File: config.mk
export PLATFORM = sky130hd
export DESIGN_NAME = serial_port2_pin_mux
export DESIGN_NICKNAME = d
export VERILOG_FILES = /design/src/hdl/sp2_mux_pkg.sv /design/src/hdl/sp2_mux_cfg_if.sv /design/src/hdl/serial_port2_pin_mux.sv /design/src/hdl/sp2_strap_latch.sv
export VERILOG_INCLUDE_DIRS = /design/src /design/src/hdl
export SDC_FILE = /design/constraint.sdc
export NUM_CORES = 1
export LEC_CHECK = 0
export ABC_CLOCK_PERIOD_IN_PS = 1600
export BUFFER_PORTS_ARGS = -buffer_cell sky130_fd_sc_hd__buf_2
export CAP_MARGIN = 20
export CORE_MARGIN = 2
export CORE_UTILIZATION = 41
export DETAILED_ROUTE_END_ITERATION = 6
export PLACE_DENSITY = 0.82
export SLEW_MARGIN = 30
export SYNTH_ARGS = -nofsm -noshare
export SYNTH_HDL_FRONTEND = slang
export SYNTH_SLANG_ARGS = --single-unit
File: constraint.sdc
create_clock -name ref_clk_i -period 1.6 [get_ports ref_clk_i]
set_input_delay 0.16 -clock ref_clk_i [delete_from_list [all_inputs] [get_ports ref_clk_i]]
set_output_delay 0.16 -clock ref_clk_i [all_outputs]
set_load 0.02 [all_outputs]
File: src/hdl/sp2_mux_defines.svh
// constants for the serial port two pin multiplexer
`ifndef SP2_MUX_DEFINES_SVH
`define SP2_MUX_DEFINES_SVH

// ==========================================================================
// register byte offsets
`define SP2_REG_CTRL      4'h0
`define SP2_REG_STATUS    4'h4
// ==========================================================================
// control field positions and reset value
`define SP2_CTRL_GPIO_SEL 0
`define SP2_CTRL_GPIO_OUT 1
`define SP2_CTRL_GPIO_OE  2
`define SP2_CTRL_RST      3'h0
// ==========================================================================
// status field positions
`define SP2_ST_PCI_EN     0
`define SP2_ST_SP_EN      1
`define SP2_ST_AUTOINIT   2
`define SP2_ST_PROM_MODE  3
`define SP2_ST_SP_OFF     4
`define SP2_ST_GPIO_IN    5
`define SP2_ST_LATCHED    6
`define SP2_ST_STRAP_ERR  7
// ==========================================================================
// tie-off level of the disabled pins
`define SP2_TIE_LEVEL     1'b0

`endif

File: src/hdl/sp2_mux_pkg.sv
// types for the serial port two pin multiplexer
`default_nettype none
package sp2_mux_pkg;

  // pin ownership, gray in list order; reset -> prom flips both bits
  typedef enum logic [1:0] {
    OWN_RESET   = 2'b00,
    OWN_SERIAL  = 2'b01,
    OWN_PROM    = 2'b11,
    OWN_OFF     = 2'b10
  } owner_type;

endpackage

`default_nettype wire

File: src/hdl/sp2_mux_cfg_if.sv
// interface carrying latched pin ownership between mux modules
`timescale 1ns/1ps
`default_nettype none

interface sp2_mux_cfg_if;
  logic      latched;
  logic      prom_mode;
  logic      sp_off;
  logic      autoinit;
  logic      strap_err;
  modport    src (output latched, output prom_mode, output sp_off, output autoinit,
                  output strap_err);
  modport    dst (input latched, input prom_mode, input sp_off, input autoinit,
                  input strap_err);
endinterface

`default_nettype wire

File: src/hdl/serial_port2_pin_mux.sv
// pin multiplexer for serial port two, prom serial pins and gpio bit eight
//
// Summary of operation
// - pci on, port strap off: tie off
// - two straps together pick pin owners
// - clock source pin, or software gpio eight
// - pci mode: transmit clock pin becomes prom clock output
// - pci mode: receive data feeds prom input
// - pci mode: transmit data drives prom output
// - no pci variant: serial functions only
// - auto-init strap only honoured with pci
`timescale 1ns/1ps
`default_nettype none
`include "sp2_mux_defines.svh"

module serial_port2_pin_mux #(
  parameter bit HAS_PCI = 1'b1
) (
  // clock and reset
  input  wire logic        ref_clk_i,
  input  wire logic        sys_rst_i,
  // avalon-mm slave
  input  wire logic [3:0]  avs_address_i,
  input  wire logic        avs_read_i,
  input  wire logic        avs_write_i,
  input  wire logic [31:0] avs_writedata_i,
  input  wire logic [3:0]  avs_byteenable_i,
  output logic [31:0]      avs_readdata_o,
  output logic             avs_waitrequest_o,
  output logic [1:0]       avs_response_o,
  // straps
  input  wire logic        pci_enable_strap_i,
  input  wire logic        serial_port2_enable_strap_i,
  input  wire logic        eeprom_auto_init_strap_i,
  // serial port core side
  input  wire logic        sp_clkx_out_i,
  input  wire logic        sp_clkx_oe_n_i,
  input  wire logic        sp_clkr_out_i,
  input  wire logic        sp_clkr_oe_n_i,
  input  wire logic        sp_fsr_out_i,
  input  wire logic        sp_fsr_oe_n_i,
  input  wire logic        sp_fsx_out_i,
  input  wire logic        sp_fsx_oe_n_i,
  input  wire logic        sp_dx_out_i,
  input  wire logic        sp_dx_oe_n_i,
  output logic             sp_clks_o,
  output logic             sp_clkx_in_o,
  output logic             sp_clkr_in_o,
  output logic             sp_fsr_in_o,
  output logic             sp_fsx_in_o,
  output logic             sp_dr_o,
  // prom controller side
  input  wire logic        prom_serial_clock_i,
  input  wire logic        prom_serial_data_out_i,
  output logic             prom_serial_data_in_o,
  output logic             prom_autoinit_o,
  // pins
  input  wire logic        sp2_ext_clock_source_pin_i,
  output logic             sp2_ext_clock_source_pin_o,
  output logic             sp2_ext_clock_source_pin_oe_n_o,
  input  wire logic        sp2_transmit_clock_pin_i,
  output logic             sp2_transmit_clock_pin_o,
  output logic             sp2_transmit_clock_pin_oe_n_o,
  input  wire logic        sp2_receive_clock_pin_i,
  output logic             sp2_receive_clock_pin_o,
  output logic             sp2_receive_clock_pin_oe_n_o,
  input  wire logic        sp2_receive_frame_sync_pin_i,
  output logic             sp2_receive_frame_sync_pin_o,
  output logic             sp2_receive_frame_sync_pin_oe_n_o,
  input  wire logic        sp2_transmit_frame_sync_pin_i,
  output logic             sp2_transmit_frame_sync_pin_o,
  output logic             sp2_transmit_frame_sync_pin_oe_n_o,
  input  wire logic        sp2_receive_data_pin_i,
  output logic             sp2_transmit_data_pin_o,
  output logic             sp2_transmit_data_pin_oe_n_o
);

  // ==========================================================================
  // strap latch
  sp2_mux_cfg_if cfg_bus ();

  sp2_strap_latch #(
    .HAS_PCI                     (HAS_PCI)
  ) u_strap (
    .ref_clk_i                   (ref_clk_i),
    .sys_rst_i                   (sys_rst_i),
    .pci_enable_strap_i          (pci_enable_strap_i),
    .serial_port2_enable_strap_i (serial_port2_enable_strap_i),
    .eeprom_auto_init_strap_i    (eeprom_auto_init_strap_i),
    .cfg                         (cfg_bus.src)
  );

  wire logic prom_w;
  wire logic off_w;
  wire logic run_w;
  assign prom_w = cfg_bus.prom_mode;
  assign off_w  = cfg_bus.sp_off;
  // pins stay released until the straps are latched
  assign run_w  = cfg_bus.latched;

  // ==========================================================================
  // bus decode
  logic [2:0]  ctrl_r;
  logic        ack_r;
  wire logic   req_w;
  wire logic   hit_ctrl_w;
  wire logic   hit_stat_w;
  wire logic   wr_ctrl_w;
  wire logic [31:0] stat_w;
  wire logic [31:0] rd_w;

  assign req_w      = (avs_read_i | avs_write_i) & ~ack_r;
  assign hit_ctrl_w = (avs_address_i == `SP2_REG_CTRL);
  assign hit_stat_w = (avs_address_i == `SP2_REG_STATUS);
  // write lands on the edge where the master sees waitrequest low
  assign wr_ctrl_w  = ack_r & avs_write_i & hit_ctrl_w & avs_byteenable_i[0];

  assign stat_w = {24'h00_0000,
                   cfg_bus.strap_err,
                   cfg_bus.latched,
                   sp2_ext_clock_source_pin_i,
                   off_w,
                   prom_w,
                   cfg_bus.autoinit,
                   serial_port2_enable_strap_i,
                   pci_enable_strap_i};
  assign rd_w = hit_ctrl_w ? {29'h0000_0000, ctrl_r} :
                hit_stat_w ? stat_w : 32'h0000_0000;

  // one wait cycle, answer on the second edge of each request
  always_ff @(posedge ref_clk_i) begin
    if (sys_rst_i) begin
      ack_r             <= 1'b0;
      ctrl_r            <= `SP2_CTRL_RST;
      avs_readdata_o    <= 32'h0000_0000;
      avs_waitrequest_o <= 1'b1;
      avs_response_o    <= 2'h0;
    end else begin
      ack_r             <= req_w;
      avs_waitrequest_o <= ~req_w;
      if (wr_ctrl_w)
        ctrl_r <= avs_writedata_i[2:0];
      if (req_w) begin
        avs_readdata_o <= avs_read_i ? rd_w : 32'h0000_0000;
        avs_response_o <= (hit_ctrl_w | hit_stat_w) ? 2'h0 : 2'h2;
      end
    end
  end

  // ==========================================================================
  // pin selection
  wire logic gpio_w;
  assign gpio_w = ctrl_r[`SP2_CTRL_GPIO_SEL];

  always_ff @(posedge ref_clk_i) begin
    if (sys_rst_i) begin
      sp2_ext_clock_source_pin_o         <= 1'b0;
      sp2_ext_clock_source_pin_oe_n_o    <= 1'b1;
      sp2_transmit_clock_pin_o           <= 1'b0;
      sp2_transmit_clock_pin_oe_n_o      <= 1'b1;
      sp2_receive_clock_pin_o            <= 1'b0;
      sp2_receive_clock_pin_oe_n_o       <= 1'b1;
      sp2_receive_frame_sync_pin_o       <= 1'b0;
      sp2_receive_frame_sync_pin_oe_n_o  <= 1'b1;
      sp2_transmit_frame_sync_pin_o      <= 1'b0;
      sp2_transmit_frame_sync_pin_oe_n_o <= 1'b1;
      sp2_transmit_data_pin_o            <= 1'b0;
      sp2_transmit_data_pin_oe_n_o       <= 1'b1;
      sp_clks_o             <= 1'b0;
      sp_clkx_in_o          <= 1'b0;
      sp_clkr_in_o          <= 1'b0;
      sp_fsr_in_o           <= 1'b0;
      sp_fsx_in_o           <= 1'b0;
      sp_dr_o               <= 1'b0;
      prom_serial_data_in_o <= 1'b0;
      prom_autoinit_o       <= 1'b0;
    end else begin
      // clock source pin: input only unless software claims gpio
      sp2_ext_clock_source_pin_o      <= ctrl_r[`SP2_CTRL_GPIO_OUT];
      sp2_ext_clock_source_pin_oe_n_o <= ~(gpio_w & ctrl_r[`SP2_CTRL_GPIO_OE]);
      sp_clks_o <= gpio_w ? 1'b0 : sp2_ext_clock_source_pin_i;
      // transmit clock pin
      sp2_transmit_clock_pin_o <= prom_w ? prom_serial_clock_i : sp_clkx_out_i;
      sp2_transmit_clock_pin_oe_n_o <= ~run_w | (prom_w ? 1'b0 : sp_clkx_oe_n_i);
      sp_clkx_in_o <= prom_w ? 1'b0 : sp2_transmit_clock_pin_i;
      // data pins
      sp2_transmit_data_pin_o <= prom_w ? prom_serial_data_out_i : sp_dx_out_i;
      sp2_transmit_data_pin_oe_n_o <= ~run_w | (prom_w ? 1'b0 : sp_dx_oe_n_i);
      prom_serial_data_in_o <= prom_w & sp2_receive_data_pin_i;
      sp_dr_o <= prom_w ? 1'b0 : sp2_receive_data_pin_i;
      // frame syncs and receive clock driven low when the port is off
      sp2_receive_clock_pin_o <= off_w ? `SP2_TIE_LEVEL : sp_clkr_out_i;
      sp2_receive_clock_pin_oe_n_o <= ~run_w | (off_w ? 1'b0 : sp_clkr_oe_n_i);
      sp2_receive_frame_sync_pin_o <= off_w ? `SP2_TIE_LEVEL : sp_fsr_out_i;
      sp2_receive_frame_sync_pin_oe_n_o <= ~run_w | (off_w ? 1'b0 : sp_fsr_oe_n_i);
      sp2_transmit_frame_sync_pin_o <= off_w ? `SP2_TIE_LEVEL : sp_fsx_out_i;
      sp2_transmit_frame_sync_pin_oe_n_o <= ~run_w | (off_w ? 1'b0 : sp_fsx_oe_n_i);
      sp_clkr_in_o <= off_w ? 1'b0 : sp2_receive_clock_pin_i;
      sp_fsr_in_o  <= off_w ? 1'b0 : sp2_receive_frame_sync_pin_i;
      sp_fsx_in_o  <= off_w ? 1'b0 : sp2_transmit_frame_sync_pin_i;
      prom_autoinit_o <= cfg_bus.autoinit;
    end
  end

endmodule

`default_nettype wire

File: src/hdl/sp2_strap_latch.sv
// strap capture after reset release and pin ownership decode
`timescale 1ns/1ps
`default_nettype none

module sp2_strap_latch #(
  parameter bit HAS_PCI = 1'b1
) (
  // clock and reset
  input  wire logic        ref_clk_i,
  input  wire logic        sys_rst_i,
  // straps
  input  wire logic        pci_enable_strap_i,
  input  wire logic        serial_port2_enable_strap_i,
  input  wire logic        eeprom_auto_init_strap_i,
  // decoded ownership
  sp2_mux_cfg_if.src       cfg
);

  sp2_mux_pkg::owner_type  own_r;
  sp2_mux_pkg::owner_type  own_nxt;
  logic                    auto_r;
  logic                    err_r;
  wire logic               pci_eff;
  wire logic               auto_ok;

  // without the pci peripheral every strap reads as serial port only
  assign pci_eff = HAS_PCI & pci_enable_strap_i;
  // auto-init only legal with pci enabled
  assign auto_ok = pci_eff & eeprom_auto_init_strap_i;

  // ==========================================================================
  // ownership decision, taken once on the first edge after reset
  always_comb begin
    own_nxt = own_r;
    case (own_r)
      sp2_mux_pkg::OWN_RESET: begin
        if (!pci_eff)
          own_nxt = sp2_mux_pkg::OWN_SERIAL;
        else if (!serial_port2_enable_strap_i)
          own_nxt = sp2_mux_pkg::OWN_OFF;
        else
          own_nxt = sp2_mux_pkg::OWN_PROM;
      end
      sp2_mux_pkg::OWN_SERIAL,
      sp2_mux_pkg::OWN_PROM,
      sp2_mux_pkg::OWN_OFF: own_nxt = own_r;
      default: own_nxt = sp2_mux_pkg::OWN_RESET;
    endcase
  end

  always_ff @(posedge ref_clk_i) begin
    if (sys_rst_i) begin
      own_r  <= sp2_mux_pkg::OWN_RESET;
      auto_r <= 1'b0;
      err_r  <= 1'b0;
    end else if (own_r == sp2_mux_pkg::OWN_RESET) begin
      own_r  <= own_nxt;
      auto_r <= auto_ok;
      err_r  <= eeprom_auto_init_strap_i & ~pci_eff;
    end
  end

  assign cfg.latched   = (own_r != sp2_mux_pkg::OWN_RESET);
  assign cfg.prom_mode = (own_r == sp2_mux_pkg::OWN_PROM) | (own_r == sp2_mux_pkg::OWN_OFF);
  assign cfg.sp_off    = (own_r == sp2_mux_pkg::OWN_OFF);
  assign cfg.autoinit  = auto_r;
  assign cfg.strap_err = err_r;

endmodule

`default_nettype wire

* After elaboration in Yosys (flattened, before gate mapping) *
Index checks and enable logic that the tools add are counted.

operators by class
  bitwise logic cells = 21
  reductions and logical operators = 6
  mux-type cells = 13
  equality and inequality tests = 3

operators by type and width
  operator                                                          number
  8-bit two-way mux                                                 3
  1-bit AND                                                         8
  1-bit two-way mux                                                 8
  1-bit bitwise OR                                                  8
  2-bit OR reduction                                                3
  1-bit inverter                                                    5
  2-bit == test (second input constant)                             2
  4-bit by 3-bit == test with 1-bit output (second input constant)  1
  4-bit zero test                                                   1
  2-bit two-way mux                                                 2
  2-bit zero test                                                   1
  2-bit nonzero test                                                1

storage, ports and cells
  bits in registers = 63
  bits of input ports = 65

* Longest topological paths before layout *
Gate-level depths: netlist of the first run.

  word-level depth = 5
  gate-level depth with buffers = 4
  depth with buffers taken out = 3

* Modules after synthesis *
A second synthesis of the first run with hierarchy kept.

unflattened totals
  cells, all modules = 145
  area total of the unflattened synthesis = 1,492.7 sq um

by module, submodules not included
  module                cells each  times used  area each (sq um)
  serial_port2_pin_mux  125         1           1,327.5
  sp2_strap_latch       20          1           165.2

* Worst setup path after synthesis of the first run *
No wires, ideal clock.

  path kind = in2reg
  from = input port avs_address_i[3]
  to = register ctrl_r[1]
  path slack = 0.563 ns
  buffers on the path = 0
  arrival = 0.916 ns
  stages = 3
  cells stage by stage = nor3_4 -> and4_4 -> mux2_4

between the ends
  cells in the longest elaborated chain, start to end = 3

RTL lines
  item                       RTL line                     text
  start, declared            serial_port2_pin_mux.sv:23   input wire logic [3:0] avs_address_i,
  4-bit zero test (no line)  --
  1-bit AND (2 in series)    serial_port2_pin_mux.sv:116  assign wr_ctrl_w = ack_r & avs_write_i & hit_ctrl_w & avs_byteenable_i[0];
  end signal, assigned       serial_port2_pin_mux.sv:134  ctrl_r <= `SP2_CTRL_RST;
  end signal, assigned       serial_port2_pin_mux.sv:142  ctrl_r <= avs_writedata_i[2:0];
  end, declared              serial_port2_pin_mux.sv:103  logic [2:0] ctrl_r;

Every way passes these cells.
A chain may end at the register's enable or synchronous reset.

* Worst setup path in the final report of the first run *
  from = register u_strap.own_r[1]
  to = register sp_fsx_in_o

between the ends
  cells in the longest elaborated chain, start to end = 2

RTL lines
  item                          RTL line                     text
  start, declared               sp2_strap_latch.sv:19        sp2_mux_pkg::owner_type own_r;
  start signal, assigned        sp2_strap_latch.sv:53        own_r <= sp2_mux_pkg::OWN_RESET;
  start signal, assigned        sp2_strap_latch.sv:57        own_r <= own_nxt;
  2-bit == test                 sp2_strap_latch.sv:65        assign cfg.sp_off = (own_r == sp2_mux_pkg::OWN_OFF);
  2-bit OR reduction (no line)  --
  end signal, assigned          serial_port2_pin_mux.sv:200  sp_fsx_in_o <= off_w ? 1'b0 : sp2_transmit_frame_sync_pin_i;
  end, declared                 serial_port2_pin_mux.sv:50   output logic sp_fsx_in_o,

Every way passes these cells.

==> results of run 1 <==
## cell type report
cell class              count  area (um^2)  area share
flip-flops and latches     38          761       0.410
repair buffers             65          338       0.182
multi-input cells          92          578       0.311
clock buffers               6         51.3      0.0276
well taps                  46         57.6      0.0310
clock inverters             2         60.1      0.0323
inverters                   3         11.3     0.00606
## routing by layer
metal  part of all wire  GRT usage  routed length [um]  up-vias
li1                   -          -                   -      550
met1               0.41      0.150                1090      468
met2               0.48      0.221                1260       52
met3              0.090     0.0317                 235        2
met4              0.014     0.0897                  38        0
met5                  0          0                   0        -
## power by group through the flow
stage | logic, mW | clock network, mW | registers (mW)
floorplan | 0.180 | 0 | 1.07
global placement | 0.264 | 0 | 1.03
detailed placement | 0.267 | 0 | 1.03
CTS | 0.272 | 0.856 | 1.01
global route | 0.294 | 0.896 | 1.02
finish | 0.270 | 0.832 | 1.01
## cells in the mapped netlist
library cell	instances
and3b_1	1
and4_4	2
o2bb2ai_1	4
nor3_4	1
and2_1	6
nor3b_1	3
buf_2	4
mux2_4	1
nand3b_1	2
buf_4	25
o21ai_0	1
nor2b_1	5
o21bai_1	2
nand2_1	2
a211o_1	3
o21ba_2	1
nand3_1	2
inv_1	3
nor2_1	9
mux2i_1	7
a22o_1	5
conb_1	1
a21oi_1	4
a21o_1	1
dfxtp_1	38
nand2b_1	4
or2_2	1
## cells by family (layout without fill, tap and decap cells)
family	after synthesis	in the layout	synth area share
buffers and inverters	32	76	0.149
other	1	25	0.00256
AND/OR/NAND/NOR	38	38	0.161
flip-flops	38	38	0.518
multiplexers	8	8	0.0580
AO/OA/AOI/OAI	21	21	0.111
## path summary, 6_finish.rpt
check / endpoint / slack (ns)
worst max-delay path: sp_fsx_in_o / 0.39
worst min-delay path: sp2_transmit_frame_sync_pin_o / 0.02
worst max register to register: sp_fsx_in_o / 0.39
worst min register to register: sp2_ext_clock_source_pin_oe_n_o / 0.44
## worst register-to-register path: stages (launching register included)
cell,delay (ns)
dfxtp_1,0.61
nor2b_1,0.23
nor2_1,0.11
and2_1,0.17
## through the flow
step            util  instances  total power [mW]  area [um^2]  worst slack, ns
3_5_place_dp   0.509        242              1.30         1730            0.383
5_1_grt        0.548        252              2.21         1860            0.250
2_1_floorplan      -        162              1.25         1560            0.563
4_1_cts        0.548        252              2.14         1860            0.373
6_report       0.548        252              2.11         1860            0.387
3_3_place_gp   0.509        242              1.30         1730            0.376
## what timing repair did
item,4_1_cts,5_1_grt
buffers inserted,0,0
hold buffers,2,0
endpoints found under the hold margin,2,0
==> impl_metrics.ini, run 1 <==
[worst_setup_path]
cp_slowest_cell = dfxtp_1
cpPeakStageDelay_ns = 0.61
crit_type = reg -> reg
critPathCaptureType = flop
cp_num_buf_inv = 0
crit_fanout = 13
cp_top_family = flip-flops
worst_ep_arrival_time_ns = 1.45
path_cells = nor2b_1 > nor2_1 > and2_1
rr_startpoint = u_strap.own_r[1]
r2r_cells = 3
startpoint_type = flop
path_depth = 3
worstSetupStartpoint = u_strap.own_r[1]
required_ns = 1.84

[synthesis]
ys_types = 27
synth.avg_cell_area_um2 = 10.6
yosys.area.top_type = dfxtp_1
synth_top_cell_area_share = 0.518
synth_cells = 138
syn_area_mm2 = 0.00147
yosysSeqAreaShare = 0.518
synth.area.top_cells = dfxtp_1 (52%), buf_4 (13%), mux2i_1 (4.8%)
yosys_warnings = 0
ys_ff_latch = 38

[place]
port_buffers = 62
place_hpwl_um = 1990
routabilityCongestion = 0.791

[drt]
drt-pass1-iter-count = 4
drtIter0Drc = 40
wl_um = 2620
routedWlPerCell_um = 10.4
antenna_left = 0
num_vias = 1072
vias_per_cell = 4.25
drcViolationCount = 0

[cells_and_area]
final_common_cell = buf_2
fillerInstances = 315
regMostFlops = avs_readdata_o
fin_nets = 270
final_cell_mix = buf_2 (62), dfxtp_1 (38), conb_1 (25), nor2_1 (9), mux2i_1 (7)
layout-drive-gt1-share = 0.374
area_delta_synth_final_pct = 26.5
largest_reg_flops = 8
top_regs = avs_readdata_o: 8 flops, ctrl_r: 3 flops, u_strap.own_r: 2 flops
diodes = 0

[floorplanning]
rows = 21
die-area_mm2 = 0.00407
num_io_pins = 120
die_w_um = 63.8
die_height_um = 63.8
start_util = 0.433
core-area_mm2 = 0.00339

[sta]
timing.fmax_mhz = 824
hold_viol = 0
skew_ns = 0.00256
finalCritPeriodShare = 0.758
layout_min_cycle_time_ns = 1.21
whs_ns = 0.0203
rsz0062_at_grt = false
tns_ns = 0
setup_viol = 0
drv_slew = 0

[power_and_ir_drop]
ir_worst_vdd_uv = 465
p_sw_frac = 0.235
power.internal_mw = 1.62
p_sw_mw = 0.497
power_leakage_nw = 0.922
p_seq_frac = 0.479
powerDensity_mw_per_mm2 = 1140
pwr-share-clk = 0.393
p_comb_frac = 0.128

[clocking]
clkTransAtPathRegs_ns = 0.11
clock-sinks = 38
cts_root_buf = clkbuf_4
cts_resized = 0
clock_latency_ns = 0.33
cts_buffers = 5
cts_tree = built
cts_max_level = 2
clk_path_buf_depth = 2

[global_routing]
antenna_found_initial = 0
grt_overflow = 0
grtUsageTotal = 0.133
grt_pass1_vias = 908
grt_start_max_net_pins = 16
grt_pass1_wl_um = 4100

[run_status]
status = completed

[job]
maxCapViolCount = 0

[min_path]
min_path_cells = 2
min_from = sp_fsx_out_i
hold_class = in -> reg
Power figures use the tool's default switching activity.
==> inputs of run 2 (changes only) <==
- ABC_AREA: not set -> 1
- ABC_CLOCK_PERIOD_IN_PS: 1600 -> 1220
- CORE_UTILIZATION: 41 -> 39
- PLACE_DENSITY: 0.82 -> 0.77
- clock period: 1.6 -> 1.22 ns (I/O delays scaled with it)
==> run 2 against run 1 <==
- critical path depth up 1
- clock power up 23%
- non-clock buffer count down 1
- final area up 4.0%
- flip-flop and latch count unchanged
- setup slack worse by 0.22 ns
- hold slack better by 0.013 ns
- via count up 24%
- utilization down 3.2 points
==> impl_metrics.ini, run 2 <==
[clocking]
cts_resized = 0
clkTransAtPathRegs_ns = 0.07
clock_latency_ns = 0.29
postCtsHoldBufs = 0
cts_root_buf = clkbuf_8
cts_max_level = 2
clk_path_buf_depth = 2
cts_tree = built
cts_setup_buffers = 0
clock-sinks = 38
cts_buffers = 5

[worst_setup_path]
path_cells = inv_1 > a21oi_2 > nand2_1 > o21ai_0
worst_ep_arrival_time_ns = 1.27
cp_top_family = compound AO/OA/AOI/OAI gates
cp_num_buf_inv = 1
worstSetupStartpoint = ack_r
cp_slowest_cell = dfxtp_1
crit_fanout = 9
required_ns = 1.44
cpPeakStageDelay_ns = 0.36
critPathCaptureType = flop
crit_type = reg -> reg
startpoint_type = flop
rr_startpoint = ack_r

[sta]
setup_viol = 0
finalCritPeriodShare = 0.862
tns_ns = 0
drv_slew = 0
rsz0062_at_grt = false
timing.fmax_mhz = 951
layout_min_cycle_time_ns = 1.05
whs_ns = 0.0329
skew_ns = 0.00204
hold_viol = 0

[synthesis]
synth_top_cell_area_share = 0.490
synth.avg_cell_area_um2 = 7.93
yosys_warnings = 0
ys_types = 21
yosysMostFrequentCell = nand2_1
async_flop_share = 0
yosys.area.top_type = dfxtp_1
synth_cells = 196
syn_area_mm2 = 0.00155
yosys_most_used_dff = dfxtp_1
synth.area.top_cells = dfxtp_1 (49%), buf_4 (13%), nand2_1 (11%)
synth_commonest_cells = nand2_1 (44), dfxtp_1 (38), buf_4 (26), nor2_1 (24), inv_1 (23)
ys_ff_latch = 38
synth_edf_count = 0
yosysSeqAreaShare = 0.490

[power_and_ir_drop]
p_sw_frac = 0.264
power.internal_mw = 2.04
p_seq_frac = 0.484
p_sw_mw = 0.732
p_comb_frac = 0.149
ir_worst_vdd_uv = 424
powerDensity_mw_per_mm2 = 1430
pwr-share-clk = 0.367
power_leakage_nw = 1.07

[floorplanning]
start_util = 0.415
die-area_mm2 = 0.00451
die_w_um = 67.1
core-area_mm2 = 0.00374
rows = 22
num_io_pins = 120
die_height_um = 67.1

[drt]
drt-pass1-iter-count = 4
drtIter0Drc = 46
wl_um = 2980
num_vias = 1332
routedWlPerCell_um = 9.53
antenna_left = 0
vias_per_cell = 4.26
drcViolationCount = 0

[cells_and_area]
final_cells = 313
final_cell_mix = buf_2 (62), nand2_1 (44), dfxtp_1 (38), conb_1 (25), nor2_1 (24)
fillerInstances = 383
fin_nets = 329
top_regs = avs_readdata_o: 8 flops, ctrl_r: 3 flops, u_strap.own_r: 2 flops
layout-drive-gt1-share = 0.321
largest_reg_flops = 8
final_common_cell = buf_2
diodes = 0
postLayoutCoreUtil = 0.516
area_delta_synth_final_pct = 24.3
regMostFlops = avs_readdata_o

[min_path]
hold_class = in -> reg
min_from = sp_fsx_oe_n_i

[global_routing]
grt_overflow = 0
antenna_found_initial = 0
grt_pass1_vias = 1162
grt_start_max_net_pins = 13
grt_pass1_wl_um = 4700
grtUsageTotal = 0.142

[place]
place_hpwl_um = 2410
port_buffers = 62
routabilityCongestion = 0.813
dp.cells = 305

[run_status]
status = completed

[job]
maxCapViolCount = 0
run 2: layout make-up:
| cell class | instances | area (um^2) | share of cell area |
|---|---|---|---|
| Clock buffer | 5 | 68.8 | 0.0356 |
| Clock inverter | 3 | 40.0 | 0.0207 |
| Inverter | 26 | 97.6 | 0.0505 |
| Multi-Input combinational cell | 129 | 579 | 0.300 |
| Sequential cell | 38 | 761 | 0.394 |
| Tap cell | 48 | 60.1 | 0.0311 |
| Timing Repair Buffer | 64 | 325 | 0.168 |
run 2: power by group through the flow:
stage,clock [mW],combinational [mW],sequential (mW)
floorplan,0,0.264,1.44
global placement,0,0.409,1.37
detailed placement,0,0.414,1.37
global route,1.09,0.460,1.35
CTS,1.06,0.415,1.34
finish,1.02,0.412,1.34
run 2: path summary, 6_finish.rpt:
path	end	cells after the start	slack [ns]
setup / recovery	avs_readdata_o[6]	4	0.17
hold / removal	sp2_transmit_frame_sync_pin_oe_n_o	3	0.03
setup reg to reg	avs_readdata_o[6]	4	0.17
hold reg to reg	sp2_ext_clock_source_pin_oe_n_o	1	0.43
run 2: tightest hold or removal path, delay by kind of cell:
| kind | cells | cell delay (ns) |
|---|---|---|
| AND/OR/NAND/NOR | 2 | 0.09 |
| buffers and inverters | 1 | 0.08 |
run 2: cell families after synthesis:
family / after synthesis / share of synthesized area
buffers and inverters: 53 / 0.196
other: 1 / 0.00241
DFF: 38 / 0.490
AOI/OAI and AO/OA: 11 / 0.0459
and+or+nand+nor: 93 / 0.267
run 2: stage by stage:
step	setup slack [ns]	area [um^2]	power (mW)
3_3_place_gp	0.200	1820	1.78
6_report	0.168	1930	2.77
3_5_place_dp	0.178	1820	1.78
5_1_grt	0.0357	1930	2.90
2_1_floorplan	0.340	1640	1.70
4_1_cts	0.155	1930	2.82
run 2: layer usage:
metal,up-vias,part of all wire,track usage
li1,691,-,-
met1,572,0.43,0.154
met2,63,0.45,0.245
met3,6,0.10,0.0557
met4,0,0.018,0.0612
met5,-,0,0
